==> src/rtl/smc_pkg.sv <==
// Package of constants and types shared by the sleep mode controller and its core-side end.
//
// Contract
// - Sleep only when armed and halt executes.
// - Mode codes: 000 idle, 001 noise, 010 down.
// - Register bits: 7 sel2, 6 arm, 5:4 sel.
// - Standby modes need crystal or resonator clock.
// - Interrupt wake adds four cycles past start-up.
// - Sleep never touches registers or SRAM.
// - Reset during sleep restarts at reset vector.
// - Software arms just before halt, clears after.
// - Idle stops only core and program clocks.
// - Idle wakes on any enabled interrupt.
// - Idle or noise mode starts converter conversion.
// - Noise mode also stops peripheral clock.
// - Noise mode wakes on listed sources only.
// - Power-down stops oscillator and all clocks.
// - Power-down wakes on resets, address, external lines.
// - Level wake source holds level long enough.
// - Power-down wake delayed by fuse start-up time.
// - Power-save adds async timer 2 wake.
// - Software prefers power-down without async timer.
// - Standby: power-down, oscillator on, six-cycle wake.
// - Extended standby: power-save, oscillator on, six cycles.
package smc_pkg;
	localparam logic [2:0] MODE_IDLE = 3'h0;
	localparam logic [2:0] MODE_NOISE = 3'h1;
	localparam logic [2:0] MODE_DOWN = 3'h2;
	localparam logic [2:0] MODE_SAVE = 3'h3;
	localparam logic [2:0] MODE_STANDBY = 3'h6;
	localparam logic [2:0] MODE_EXT_STANDBY = 3'h7;
	localparam int SEL_B2_POS = 7;
	localparam int ARM_POS = 6;
	localparam int SEL_B1_POS = 5;
	localparam int SEL_B0_POS = 4;
	localparam logic [7:0] CTRL_RESET = 8'h00;
	localparam logic [7:0] CTRL_WRITE_MASK = 8'hF0;
	localparam logic [7:0] REG_CTRL = 8'h00;
	localparam logic [7:0] REG_STATUS = 8'h01;
	localparam logic [7:0] REG_CMD = 8'h02;
	localparam logic [3:0] CLK_SRC_EXT = 4'h0;
	localparam logic [3:0] CLK_SRC_RC_HI = 4'h4;
	localparam logic [3:0] CLK_SRC_CRYSTAL_LO = 4'h5;
	localparam logic [7:0] WAKE_HOLD_CYCLES = 8'h04;
	localparam logic [7:0] STANDBY_WAKE_CYCLES = 8'h06;
	localparam logic [7:0] DEFAULT_STARTUP_CYCLES = 8'h06;
	localparam int WAKE_SRC_W = 8;
	localparam int SRC_EXT_LEVEL01 = 0;
	localparam int SRC_EXT_LINE2 = 1;
	localparam int SRC_TWI_MATCH = 2;
	localparam int SRC_TIMER2 = 3;
	localparam int SRC_MEM_READY = 4;
	localparam int SRC_CONV_DONE = 5;
	localparam int SRC_OTHER_IO = 6;
	localparam int SRC_EXT_EDGE01 = 7;
	typedef enum logic [4:0] {
		SMC_RUN = 5'h01,
		SMC_SLEEP = 5'h02,
		SMC_STARTUP = 5'h04,
		SMC_HOLD = 5'h08,
		SMC_RESUME = 5'h10
	} smc_state_t;
endpackage : smc_pkg

==> src/rtl/smc_link_if.sv <==
// Interface joining the sleep mode controller and the core that drives it.
`timescale 1ns/10ps
interface smc_link_if;
	logic [7:0] ctrl_wdata;
	logic ctrl_write;
	logic [7:0] ctrl_rdata;
	logic halt_exec;
	logic irq_pending;
	logic core_clk_en;
	logic prog_clk_en;
	logic periph_clk_en;
	logic osc_en;
	logic conv_start;
	logic core_resume;
	logic core_irq_take;
	logic core_reset_vec;
	modport ctrl (
		input ctrl_wdata, ctrl_write, halt_exec, irq_pending,
		output ctrl_rdata, core_clk_en, prog_clk_en, periph_clk_en, osc_en, conv_start,
		output core_resume, core_irq_take, core_reset_vec
	);
	modport core (
		output ctrl_wdata, ctrl_write, halt_exec, irq_pending,
		input ctrl_rdata, core_clk_en, prog_clk_en, periph_clk_en, osc_en, conv_start,
		input core_resume, core_irq_take, core_reset_vec
	);
endinterface : smc_link_if

==> src/rtl/smc_controller.sv <==
// Sleep mode controller: control register, sleep state machine, clock gating and wake timing.
//
// The plain strobed port and the register addresses were left to the implementer.
`timescale 1ns/10ps
module smc_controller (
	// Clock and reset.
	input wire logic ref_clk,
	input wire logic reset,
	// Link to the core.
	smc_link_if.ctrl link,
	// Chip environment.
	input wire logic [3:0] clock_source_fuses,
	input wire logic [7:0] startup_cycles,
	input wire logic timer2_async_select,
	input wire logic conv_enabled,
	input wire logic [7:0] wake_src,
	input wire logic sys_reset_req,
	// Status.
	output logic asleep,
	output logic [2:0] active_mode
);
	typedef struct packed {
		smc_pkg::smc_state_t state;
		logic [7:0] ctrl;
		logic [2:0] mode;
		logic [7:0] count;
		logic core_clk_en;
		logic prog_clk_en;
		logic periph_clk_en;
		logic osc_en;
		logic conv_start;
		logic core_resume;
		logic core_irq_take;
		logic core_reset_vec;
		logic irq_wake;
		logic asleep;
	} smc_ctrl_t;

	smc_ctrl_t cur;
	smc_ctrl_t next_cur;

	function automatic logic crystal_source(input logic [3:0] src);
		crystal_source = (src >= smc_pkg::CLK_SRC_CRYSTAL_LO);
	endfunction : crystal_source

	function automatic logic [2:0] sel_field(input logic [7:0] r);
		sel_field = {r[smc_pkg::SEL_B2_POS], r[smc_pkg::SEL_B1_POS], r[smc_pkg::SEL_B0_POS]};
	endfunction : sel_field

	// Sources allowed to wake the core from each mode.
	function automatic logic wake_allowed(input logic [2:0] m, input logic [7:0] s, input logic async2);
		logic base;
		base = s[smc_pkg::SRC_EXT_LEVEL01] | s[smc_pkg::SRC_EXT_LINE2] | s[smc_pkg::SRC_TWI_MATCH];
		case (m)
			smc_pkg::MODE_IDLE: wake_allowed = |s;
			smc_pkg::MODE_NOISE: wake_allowed = base | s[smc_pkg::SRC_TIMER2] | s[smc_pkg::SRC_MEM_READY]
				| s[smc_pkg::SRC_CONV_DONE];
			smc_pkg::MODE_SAVE, smc_pkg::MODE_EXT_STANDBY: wake_allowed = base
				| (async2 & s[smc_pkg::SRC_TIMER2]);
			default: wake_allowed = base;
		endcase
	endfunction : wake_allowed

	always_comb begin
		logic [2:0] sel;
		logic stop_osc;
		sel = sel_field(cur.ctrl);
		stop_osc = 1'b0;
		next_cur = cur;
		next_cur.conv_start = 1'b0;
		next_cur.core_resume = 1'b0;
		next_cur.core_irq_take = 1'b0;
		next_cur.core_reset_vec = 1'b0;
		// The register file and SRAM are never touched here; only clock enables and controller state change.
		if (link.ctrl_write) begin
			next_cur.ctrl = link.ctrl_wdata & smc_pkg::CTRL_WRITE_MASK;
		end
		case (cur.state)
			smc_pkg::SMC_RUN: begin
				// Reserved codes and standby without a crystal fall back to a plain halt.
				if (link.halt_exec && cur.ctrl[smc_pkg::ARM_POS] && (sel[2:1] != 2'b10)
					&& (!sel[2] || crystal_source(clock_source_fuses))) begin
					next_cur.state = smc_pkg::SMC_SLEEP;
					next_cur.mode = sel;
					next_cur.core_clk_en = 1'b0;
					next_cur.prog_clk_en = 1'b0;
					next_cur.periph_clk_en = (sel == smc_pkg::MODE_IDLE);
					stop_osc = (sel == smc_pkg::MODE_DOWN) || (sel == smc_pkg::MODE_SAVE);
					next_cur.osc_en = !stop_osc;
					next_cur.conv_start = conv_enabled && !sel[2] && !sel[1];
				end
			end
			smc_pkg::SMC_SLEEP: begin
				if (wake_allowed(cur.mode, wake_src, timer2_async_select) && link.irq_pending) begin
					next_cur.state = smc_pkg::SMC_STARTUP;
					next_cur.osc_en = 1'b1;
					next_cur.irq_wake = 1'b1;
					// Only a stopped oscillator needs the fuse start-up time.
					if (cur.mode[2]) begin
						next_cur.count = smc_pkg::STANDBY_WAKE_CYCLES;
					end else if (cur.mode[1]) begin
						next_cur.count = startup_cycles;
					end else begin
						next_cur.count = 8'h01;
					end
				end
			end
			smc_pkg::SMC_STARTUP: begin
				if (cur.count <= 8'h01) begin
					next_cur.state = smc_pkg::SMC_HOLD;
					next_cur.periph_clk_en = 1'b1;
					next_cur.count = smc_pkg::WAKE_HOLD_CYCLES;
				end else begin
					next_cur.count = cur.count - 8'h01;
				end
			end
			smc_pkg::SMC_HOLD: begin
				if (cur.count <= 8'h01) begin
					next_cur.state = smc_pkg::SMC_RESUME;
					next_cur.core_clk_en = 1'b1;
					next_cur.prog_clk_en = 1'b1;
				end else begin
					next_cur.count = cur.count - 8'h01;
				end
			end
			smc_pkg::SMC_RESUME: begin
				next_cur.state = smc_pkg::SMC_RUN;
				next_cur.core_irq_take = cur.irq_wake;
				next_cur.core_resume = 1'b1;
				next_cur.irq_wake = 1'b0;
			end
			default: begin
				next_cur.state = smc_pkg::SMC_RUN;
			end
		endcase
		// A system reset ends any sleep and sends the core to the reset vector.
		if (sys_reset_req) begin
			next_cur.state = smc_pkg::SMC_RUN;
			next_cur.core_clk_en = 1'b1;
			next_cur.prog_clk_en = 1'b1;
			next_cur.periph_clk_en = 1'b1;
			next_cur.osc_en = 1'b1;
			next_cur.irq_wake = 1'b0;
			next_cur.count = 8'h00;
			next_cur.ctrl = smc_pkg::CTRL_RESET;
			next_cur.core_reset_vec = 1'b1;
			next_cur.core_resume = 1'b0;
			next_cur.core_irq_take = 1'b0;
		end
		// The sleep flag is registered from the next state so the status output never glitches.
		// It is taken after the reset override, so a reset clears it in the same cycle.
		next_cur.asleep = (next_cur.state != smc_pkg::SMC_RUN);
	end

	// All clocks run out of reset, so the core starts at once without a start-up delay.
	always_ff @(posedge ref_clk or posedge reset) begin
		if (reset) begin
			cur <= '{
				state: smc_pkg::SMC_RUN,
				ctrl: smc_pkg::CTRL_RESET,
				mode: smc_pkg::MODE_IDLE,
				count: 8'h00,
				core_clk_en: 1'b1,
				prog_clk_en: 1'b1,
				periph_clk_en: 1'b1,
				osc_en: 1'b1,
				conv_start: 1'b0,
				core_resume: 1'b0,
				core_irq_take: 1'b0,
				core_reset_vec: 1'b0,
				irq_wake: 1'b0,
				asleep: 1'b0
			};
		end else begin
			cur <= next_cur;
		end
	end

	// Every link output is a plain copy of a state bit, so the core end sees no combinational paths.
	assign link.ctrl_rdata = cur.ctrl;
	assign link.core_clk_en = cur.core_clk_en;
	assign link.prog_clk_en = cur.prog_clk_en;
	assign link.periph_clk_en = cur.periph_clk_en;
	assign link.osc_en = cur.osc_en;
	assign link.conv_start = cur.conv_start;
	assign link.core_resume = cur.core_resume;
	assign link.core_irq_take = cur.core_irq_take;
	assign link.core_reset_vec = cur.core_reset_vec;
	assign asleep = cur.asleep;
	assign active_mode = cur.mode;
endmodule : smc_controller

==> src/flat_wrapper.sv <==
// flat-port wrapper written by rule: the top's interface ports become plain ports
module smc_controller_flat 
  (ref_clk, reset, clock_source_fuses, startup_cycles, timer2_async_select, conv_enabled, wake_src, sys_reset_req, asleep, active_mode, link_ctrl_wdata, link_ctrl_write, link_halt_exec, link_irq_pending, link_ctrl_rdata, link_core_clk_en, link_prog_clk_en, link_periph_clk_en, link_osc_en, link_conv_start, link_core_resume, link_core_irq_take, link_core_reset_vec);
  smc_link_if link_i ();
  input wire logic ref_clk;
  input wire logic reset;
  input wire logic [3:0] clock_source_fuses;
  input wire logic [7:0] startup_cycles;
  input wire logic timer2_async_select;
  input wire logic conv_enabled;
  input wire logic [7:0] wake_src;
  input wire logic sys_reset_req;
  output logic asleep;
  output logic [2:0] active_mode;
  input wire logic [$bits(link_i.ctrl_wdata)-1:0] link_ctrl_wdata;
  input wire logic [$bits(link_i.ctrl_write)-1:0] link_ctrl_write;
  input wire logic [$bits(link_i.halt_exec)-1:0] link_halt_exec;
  input wire logic [$bits(link_i.irq_pending)-1:0] link_irq_pending;
  output wire logic [$bits(link_i.ctrl_rdata)-1:0] link_ctrl_rdata;
  output wire logic [$bits(link_i.core_clk_en)-1:0] link_core_clk_en;
  output wire logic [$bits(link_i.prog_clk_en)-1:0] link_prog_clk_en;
  output wire logic [$bits(link_i.periph_clk_en)-1:0] link_periph_clk_en;
  output wire logic [$bits(link_i.osc_en)-1:0] link_osc_en;
  output wire logic [$bits(link_i.conv_start)-1:0] link_conv_start;
  output wire logic [$bits(link_i.core_resume)-1:0] link_core_resume;
  output wire logic [$bits(link_i.core_irq_take)-1:0] link_core_irq_take;
  output wire logic [$bits(link_i.core_reset_vec)-1:0] link_core_reset_vec;
  assign link_i.ctrl_wdata = link_ctrl_wdata;
  assign link_i.ctrl_write = link_ctrl_write;
  assign link_i.halt_exec = link_halt_exec;
  assign link_i.irq_pending = link_irq_pending;
  assign link_ctrl_rdata = link_i.ctrl_rdata;
  assign link_core_clk_en = link_i.core_clk_en;
  assign link_prog_clk_en = link_i.prog_clk_en;
  assign link_periph_clk_en = link_i.periph_clk_en;
  assign link_osc_en = link_i.osc_en;
  assign link_conv_start = link_i.conv_start;
  assign link_core_resume = link_i.core_resume;
  assign link_core_irq_take = link_i.core_irq_take;
  assign link_core_reset_vec = link_i.core_reset_vec;
  smc_controller u_core (.ref_clk(ref_clk), .reset(reset), .link(link_i), .clock_source_fuses(clock_source_fuses), .startup_cycles(startup_cycles), .timer2_async_select(timer2_async_select), .conv_enabled(conv_enabled), .wake_src(wake_src), .sys_reset_req(sys_reset_req), .asleep(asleep), .active_mode(active_mode));
endmodule
==> config.mk <==
export PLATFORM = sky130hd
export DESIGN_NAME = smc_controller_flat
export DESIGN_NICKNAME = d
export VERILOG_FILES = /design/src/rtl/smc_pkg.sv /design/src/rtl/smc_link_if.sv /design/src/rtl/smc_controller.sv /design/src/flat_wrapper.sv
export SDC_FILE = /design/constraint.sdc
export NUM_CORES = 1
export LEC_CHECK = 0
export BUFFER_PORTS_ARGS = -buffer_cell sky130_fd_sc_hd__buf_2
export CAP_MARGIN = 20
export CORE_UTILIZATION = 30
export DETAILED_ROUTE_END_ITERATION = 8
export SYNTH_ARGS = -nofsm -noshare
export SYNTH_HDL_FRONTEND = slang
export SYNTH_SLANG_ARGS = --single-unit
==> constraint.sdc <==
create_clock -name ref_clk -period 4.1 [get_ports ref_clk]
set_input_delay 0.205 -clock ref_clk [delete_from_list [all_inputs] [get_ports ref_clk]]
set_output_delay 0.205 -clock ref_clk [all_outputs]
set_load 0.1 [all_outputs]
# ---- Word level (Yosys, flattened, before mapping)
# Cells that the tools add are included.
dict set report op_classes {
  addsub 1
  n_lt_le_gt_ge 2
  eq_ne 17
  mux 27
  bitwise_logic 7
  n_reduce_logical 27
}
# op n
set op_table {}
lappend op_table {{$mux 8} 6}
lappend op_table {{$mux 5} 5}
lappend op_table {{$pmux 8 s3} 1}
lappend op_table {{$pmux 5 s4} 1}
lappend op_table {{$mux 13} 1}
lappend op_table {{$mux 12} 1}
lappend op_table {{$ne 3x2->1 const B} 4}
lappend op_table {{$reduce_and 3->1} 4}
lappend op_table {{$reduce_bool 3->1} 4}
lappend op_table {{$eq 3x2->1 const B} 3}
lappend op_table {{$le 8x1->1 const B} 1}
lappend op_table {{$reduce_or 8->1} 1}
lappend op_table {{$sub 8x1->8 const B} 1}
lappend op_table {{$logic_and 1x1->1} 6}
lappend op_table {{$logic_not 3->1} 2}
lappend op_table {{$or 1x1->1} 6}
lappend op_table {{$pmux 1 s2} 3}
lappend op_table {{$eq 5x1->1 const B} 1}
lappend op_table {{$eq 5x2->1 const B} 1}
lappend op_table {{$eq 5x3->1 const B} 1}
lappend op_table {{$eq 5x4->1 const B} 1}
lappend op_table {{$eq 5x5->1 const B} 1}
lappend op_table {{$ne 5x1->1 const B} 1}
lappend op_table {{$ge 4x3->1 const B} 1}
lappend op_table {{other kinds (16)} 24}
dict set report totals {
  reg_bits 34
  inputBits 36
  word_cells 95
}

# ---- Longest topological paths before layout
dict set report depth {
  ltp_word 12
  depth_mapped 7
}

# ---- Worst setup path after synthesis
# Ideal clock, no wire load.
dict set report synth_timing {
  path_kind {reg-to-reg}
  start {register u_core.cur[10] in the netlist's numbering}
  end {register u_core.cur[16] in the netlist's numbering}
  arrival_ns 1.802
  required_time_ns 3.975
  setup_slack_ns 2.174
  stages_incl_launch_ff 8
  synth_period_minus_slack_ns 1.926
  cell_sequence {dfrtp_1 > inv_1 > ha_1 > nor2_1 > nor4_4 > o211ai_2 > nand2_2 > mux2_2}
}
dict set report synth_between {
  elab_chain_len 4
  elab_cells_between_ends 8
  cone_classes {1 x add/sub; 1 x order compare; 1 x eq/ne; 4 x mux; 1 x reduce/logical}
}
# element line
set synth_rtl {}
lappend synth_rtl {{start: declaration} smc_controller.sv:39} ;# smc_ctrl_t cur;
lappend synth_rtl {{start signal: assignment} smc_controller.sv:158} ;# cur <= '{
lappend synth_rtl {{start signal: assignment} smc_controller.sv:175} ;# cur <= next_cur;
lappend synth_rtl {{$sub 8x1->8 or $le 8x1->1 (tied branches)} n/a}
lappend synth_rtl {{$mux 8 (on tied branches)} {smc_controller.sv:118, smc_controller.sv:109}}
lappend synth_rtl {{$pmux 8 s3} smc_controller.sv:78} ;# case (cur.state)
lappend synth_rtl {{$mux 12} smc_controller.sv:137} ;# if (sys_reset_req) begin
# Parallel ways exist; a longest one is shown, timed or not. The select of a mux whose other input is x is not followed.
# A chain may end at the register's enable or synchronous reset.

# ---- Worst setup path after layout
# Same ends and word-level chain as after synthesis.

==> impl_metrics.env <==
export IMPL_final_net_count=261
export IMPL_status="finished clean"
export IMPL_cap_violations=0
export IMPL_cp_arrival_ns=2.42
export IMPL_placed_area_mm2=0.00205
export IMPL_end_kind="register"
export IMPL_fin_crit_sh=0.550
export IMPL_ys_types=60
export IMPL_htreeDepth=2
export IMPL_synth_edff_count=0
export IMPL_syn_cell_area_mm2=0.00182
export IMPL_finalHoldViolations=0
export IMPL_rsz0062_at_grt="no"
export IMPL_synth_warnings=0
export IMPL_die_w_um=79.9
export IMPL_rr_startpoint="u_core.cur[10]$_DFFE_PP0P_"
export IMPL_num_vias=1502
export IMPL_dr_pass1_iters=4
export IMPL_routabilityCongestion=0.766
export IMPL_cts_tree="yes"
export IMPL_cp_max_fo=8
export IMPL_worstMarginPinSlew_ns=0.599
export IMPL_drt_iter0_drc=51
export IMPL_stdcell_area_mm2=0.00216
export IMPL_fmax_mhz=443
export IMPL_start_util=0.309
export IMPL_avgSynthCellArea_um2=10.0
export IMPL_viasPerCell=5.02
export IMPL_r2r_setup_slack_ns=1.85
export IMPL_core_area_mm2=0.00589
export IMPL_rows=28
export IMPL_insertedDiodeCount=0
export IMPL_r2r_end="u_core.cur[16]$_DFFE_PP0P_"
export IMPL_async_flop_share=1.00
export IMPL_fin_crit_ns=2.25
export IMPL_grt_pass1_vias=1425
export IMPL_power_leakage_nw=0.993
export IMPL_hold_class="in -> reg"
export IMPL_fin_skew_ns=0.00635
export IMPL_antenna_found_initial=0
export IMPL_grt_util_all_layers=0.144
export IMPL_avgRoutedWirePerCell_um=13.8
export IMPL_cts_resized=0
export IMPL_worstHoldPathCells=3
export IMPL_num_fill_cells=621
export IMPL_clk_pin_slew_ns=0.06
export IMPL_synthCells=182
export IMPL_reg2regPathDepth=7
export IMPL_clockRootBuffer="clkbuf_8"
export IMPL_area_growth_pct=18.6
export IMPL_portBuffers=47
export IMPL_hold_start="link_ctrl_wdata[5]"
export IMPL_synth_main_ff_cell="dfrtp_1"
export IMPL_remaining_drc_errors=0
export IMPL_ir_drop_mv=0.174
export IMPL_setup_viol=0
export IMPL_gr_total_overflow=0
export IMPL_dp_final_hpwl_mm=3.03
export IMPL_grt_first_pass_wirelength_mm=7.01
export IMPL_totalWireLength_mm=4.13
export IMPL_clk_path_buf_depth=2
export IMPL_ioPinCount=56
export IMPL_numCtsBuffers=5
export IMPL_synth_seq_cells=29
export IMPL_drive_above_1_share=0.366
export IMPL_die_h_um=79.9
export IMPL_fin_tns_setup_ns=0
export IMPL_path_class="reg -> reg"
export IMPL_drv_slew=0
export IMPL_cp_startpoint="u_core.cur[10]$_DFFE_PP0P_"
export IMPL_clock_latency_ns=0.28
export IMPL_grt_start_max_net_pins=30
export IMPL_crit_path_start_kind="register"
export IMPL_postRouteAntennaNets=0
export IMPL_synth_seq_area_share=0.401
export IMPL_cp_endpoint="u_core.cur[16]$_DFFE_PP0P_"
export IMPL_cts_sinks=29
export IMPL_worst_slew_margin_rel=0.595
export IMPL_required_ns=4.26
export IMPL_dieArea_mm2=0.00638
export IMPL_power_density_mw_per_mm2=376
[timing repair]
item	CTS	global route
hold buffers	1	0
buffers inserted	0	0
endpoints found under the hold margin	9	0
[power by group]
group,internal [W],switching (W)
clock,0.000151,0.000109
combinational,0.0000654,0.000161
sequential,0.000303,0.0000217
[synthesized netlist by cell type, types with 5 or more instances]
cell type   n  share of area
o21ai_0     7          0.019
nor3_1      8          0.022
nor2_1      9          0.019
a21oi_1     8          0.022
nand2_1     8          0.016
dfrtp_1    25           0.34
buf_4      12          0.049
inv_1      11          0.023
mux2i_1     5          0.027
[layer usage]
layer / vias up / part of all wire / global-route usage / routed length, um
met2: 56 / 0.44 / 0.215 / 1810
met5: - / 0 / 0 / 0
met3: 7 / 0.065 / 0.0480 / 270
met1: 689 / 0.48 / 0.194 / 2000
li1: 750 / - / - / -
met4: 0 / 0.013 / 0.0482 / 52
[cell usage in the layout, fill, tap and decap left out, types with 5 or more instances in the layout]
cell type	n
o21ai_0	7
a21oi_1	8
nor3_1	8
nor2_1	9
nand2_1	8
mux2i_1	5
buf_2	47
inv_1	11
dfrtp_1	25
clkbuf_8	7
[how the worst min path moves through the flow]
stage,to,slack (ns)
final,u_core.link.ctrl_rdata[5]$_DFFE_PP0P_,0.17
after global routing,u_core.link.ctrl_rdata[5]$_DFFE_PP0P_,0.17
after floorplan,u_core.link.core_reset_vec$_DFF_PP0_,0.24
after global placement,u_core.link.ctrl_rdata[4]$_DFFE_PP0P_,0.30
after CTS,u_core.link.ctrl_rdata[5]$_DFFE_PP0P_,0.16
after detailed placement,u_core.link.ctrl_rdata[4]$_DFFE_PP0P_,0.30
[stage by stage]
step                      utilization  setup WS, ns  power, W  cells  hold WS [ns]
final                           0.367          1.85  0.000812    299         0.170
after global routing            0.367          1.71  0.000856    299         0.171
after CTS                       0.367          1.88  0.000821    299         0.161
after detailed placement        0.348          1.90  0.000557    290         0.303
after global placement          0.348          1.90  0.000555    290         0.299
after floorplan                     -          2.17  0.000524    185         0.236
[worst max-delay path, cell delays in order, from the launching register on]
cell      delay (ns)
dfrtp_1         0.47
inv_1           0.09
ha_1            0.28
nor2_1          0.13
nor4_4          0.45
o211ai_2        0.19
nand2_2         0.17
mux2_2          0.35
[state kept, by name (all words and copies together) (netlist names)]
signal	flops
u_core.active_mode	3
u_core.link.core_reset_vec	1
u_core.link.prog_clk_en	1
u_core.asleep	1
u_core.link.conv_start	1
u_core.link.core_irq_take	1
u_core.link.periph_clk_en	1
u_core.cur	14
u_core.link.osc_en	1
u_core.link.ctrl_rdata	4
u_core.link.core_resume	1
[final cells by class]
type | instances | area, um^2 | share of cell area
clock buffers | 7 | 96.3 | 0.0446
clock inverters | 1 | 5.00 | 0.00232
inverters | 11 | 41.3 | 0.0191
multi-input cells | 127 | 938 | 0.435
flip-flops and latches | 29 | 731 | 0.339
well taps | 75 | 93.8 | 0.0435
repair buffers | 49 | 253 | 0.117
[kinds of logic after synthesis]
group                    count (synthesis)  synth area share
AO/OA/AOI/OAI                           50             0.217
buffers and inverters                   29            0.0893
AND/OR/NAND/NOR                         59             0.210
adder cells (fa/ha/maj)                  2            0.0137
flip-flops                              29             0.401
XOR/XNOR                                 3            0.0144
multiplexers                             9            0.0522
other                                    1           0.00206
(Power assumes the default switching activity.)
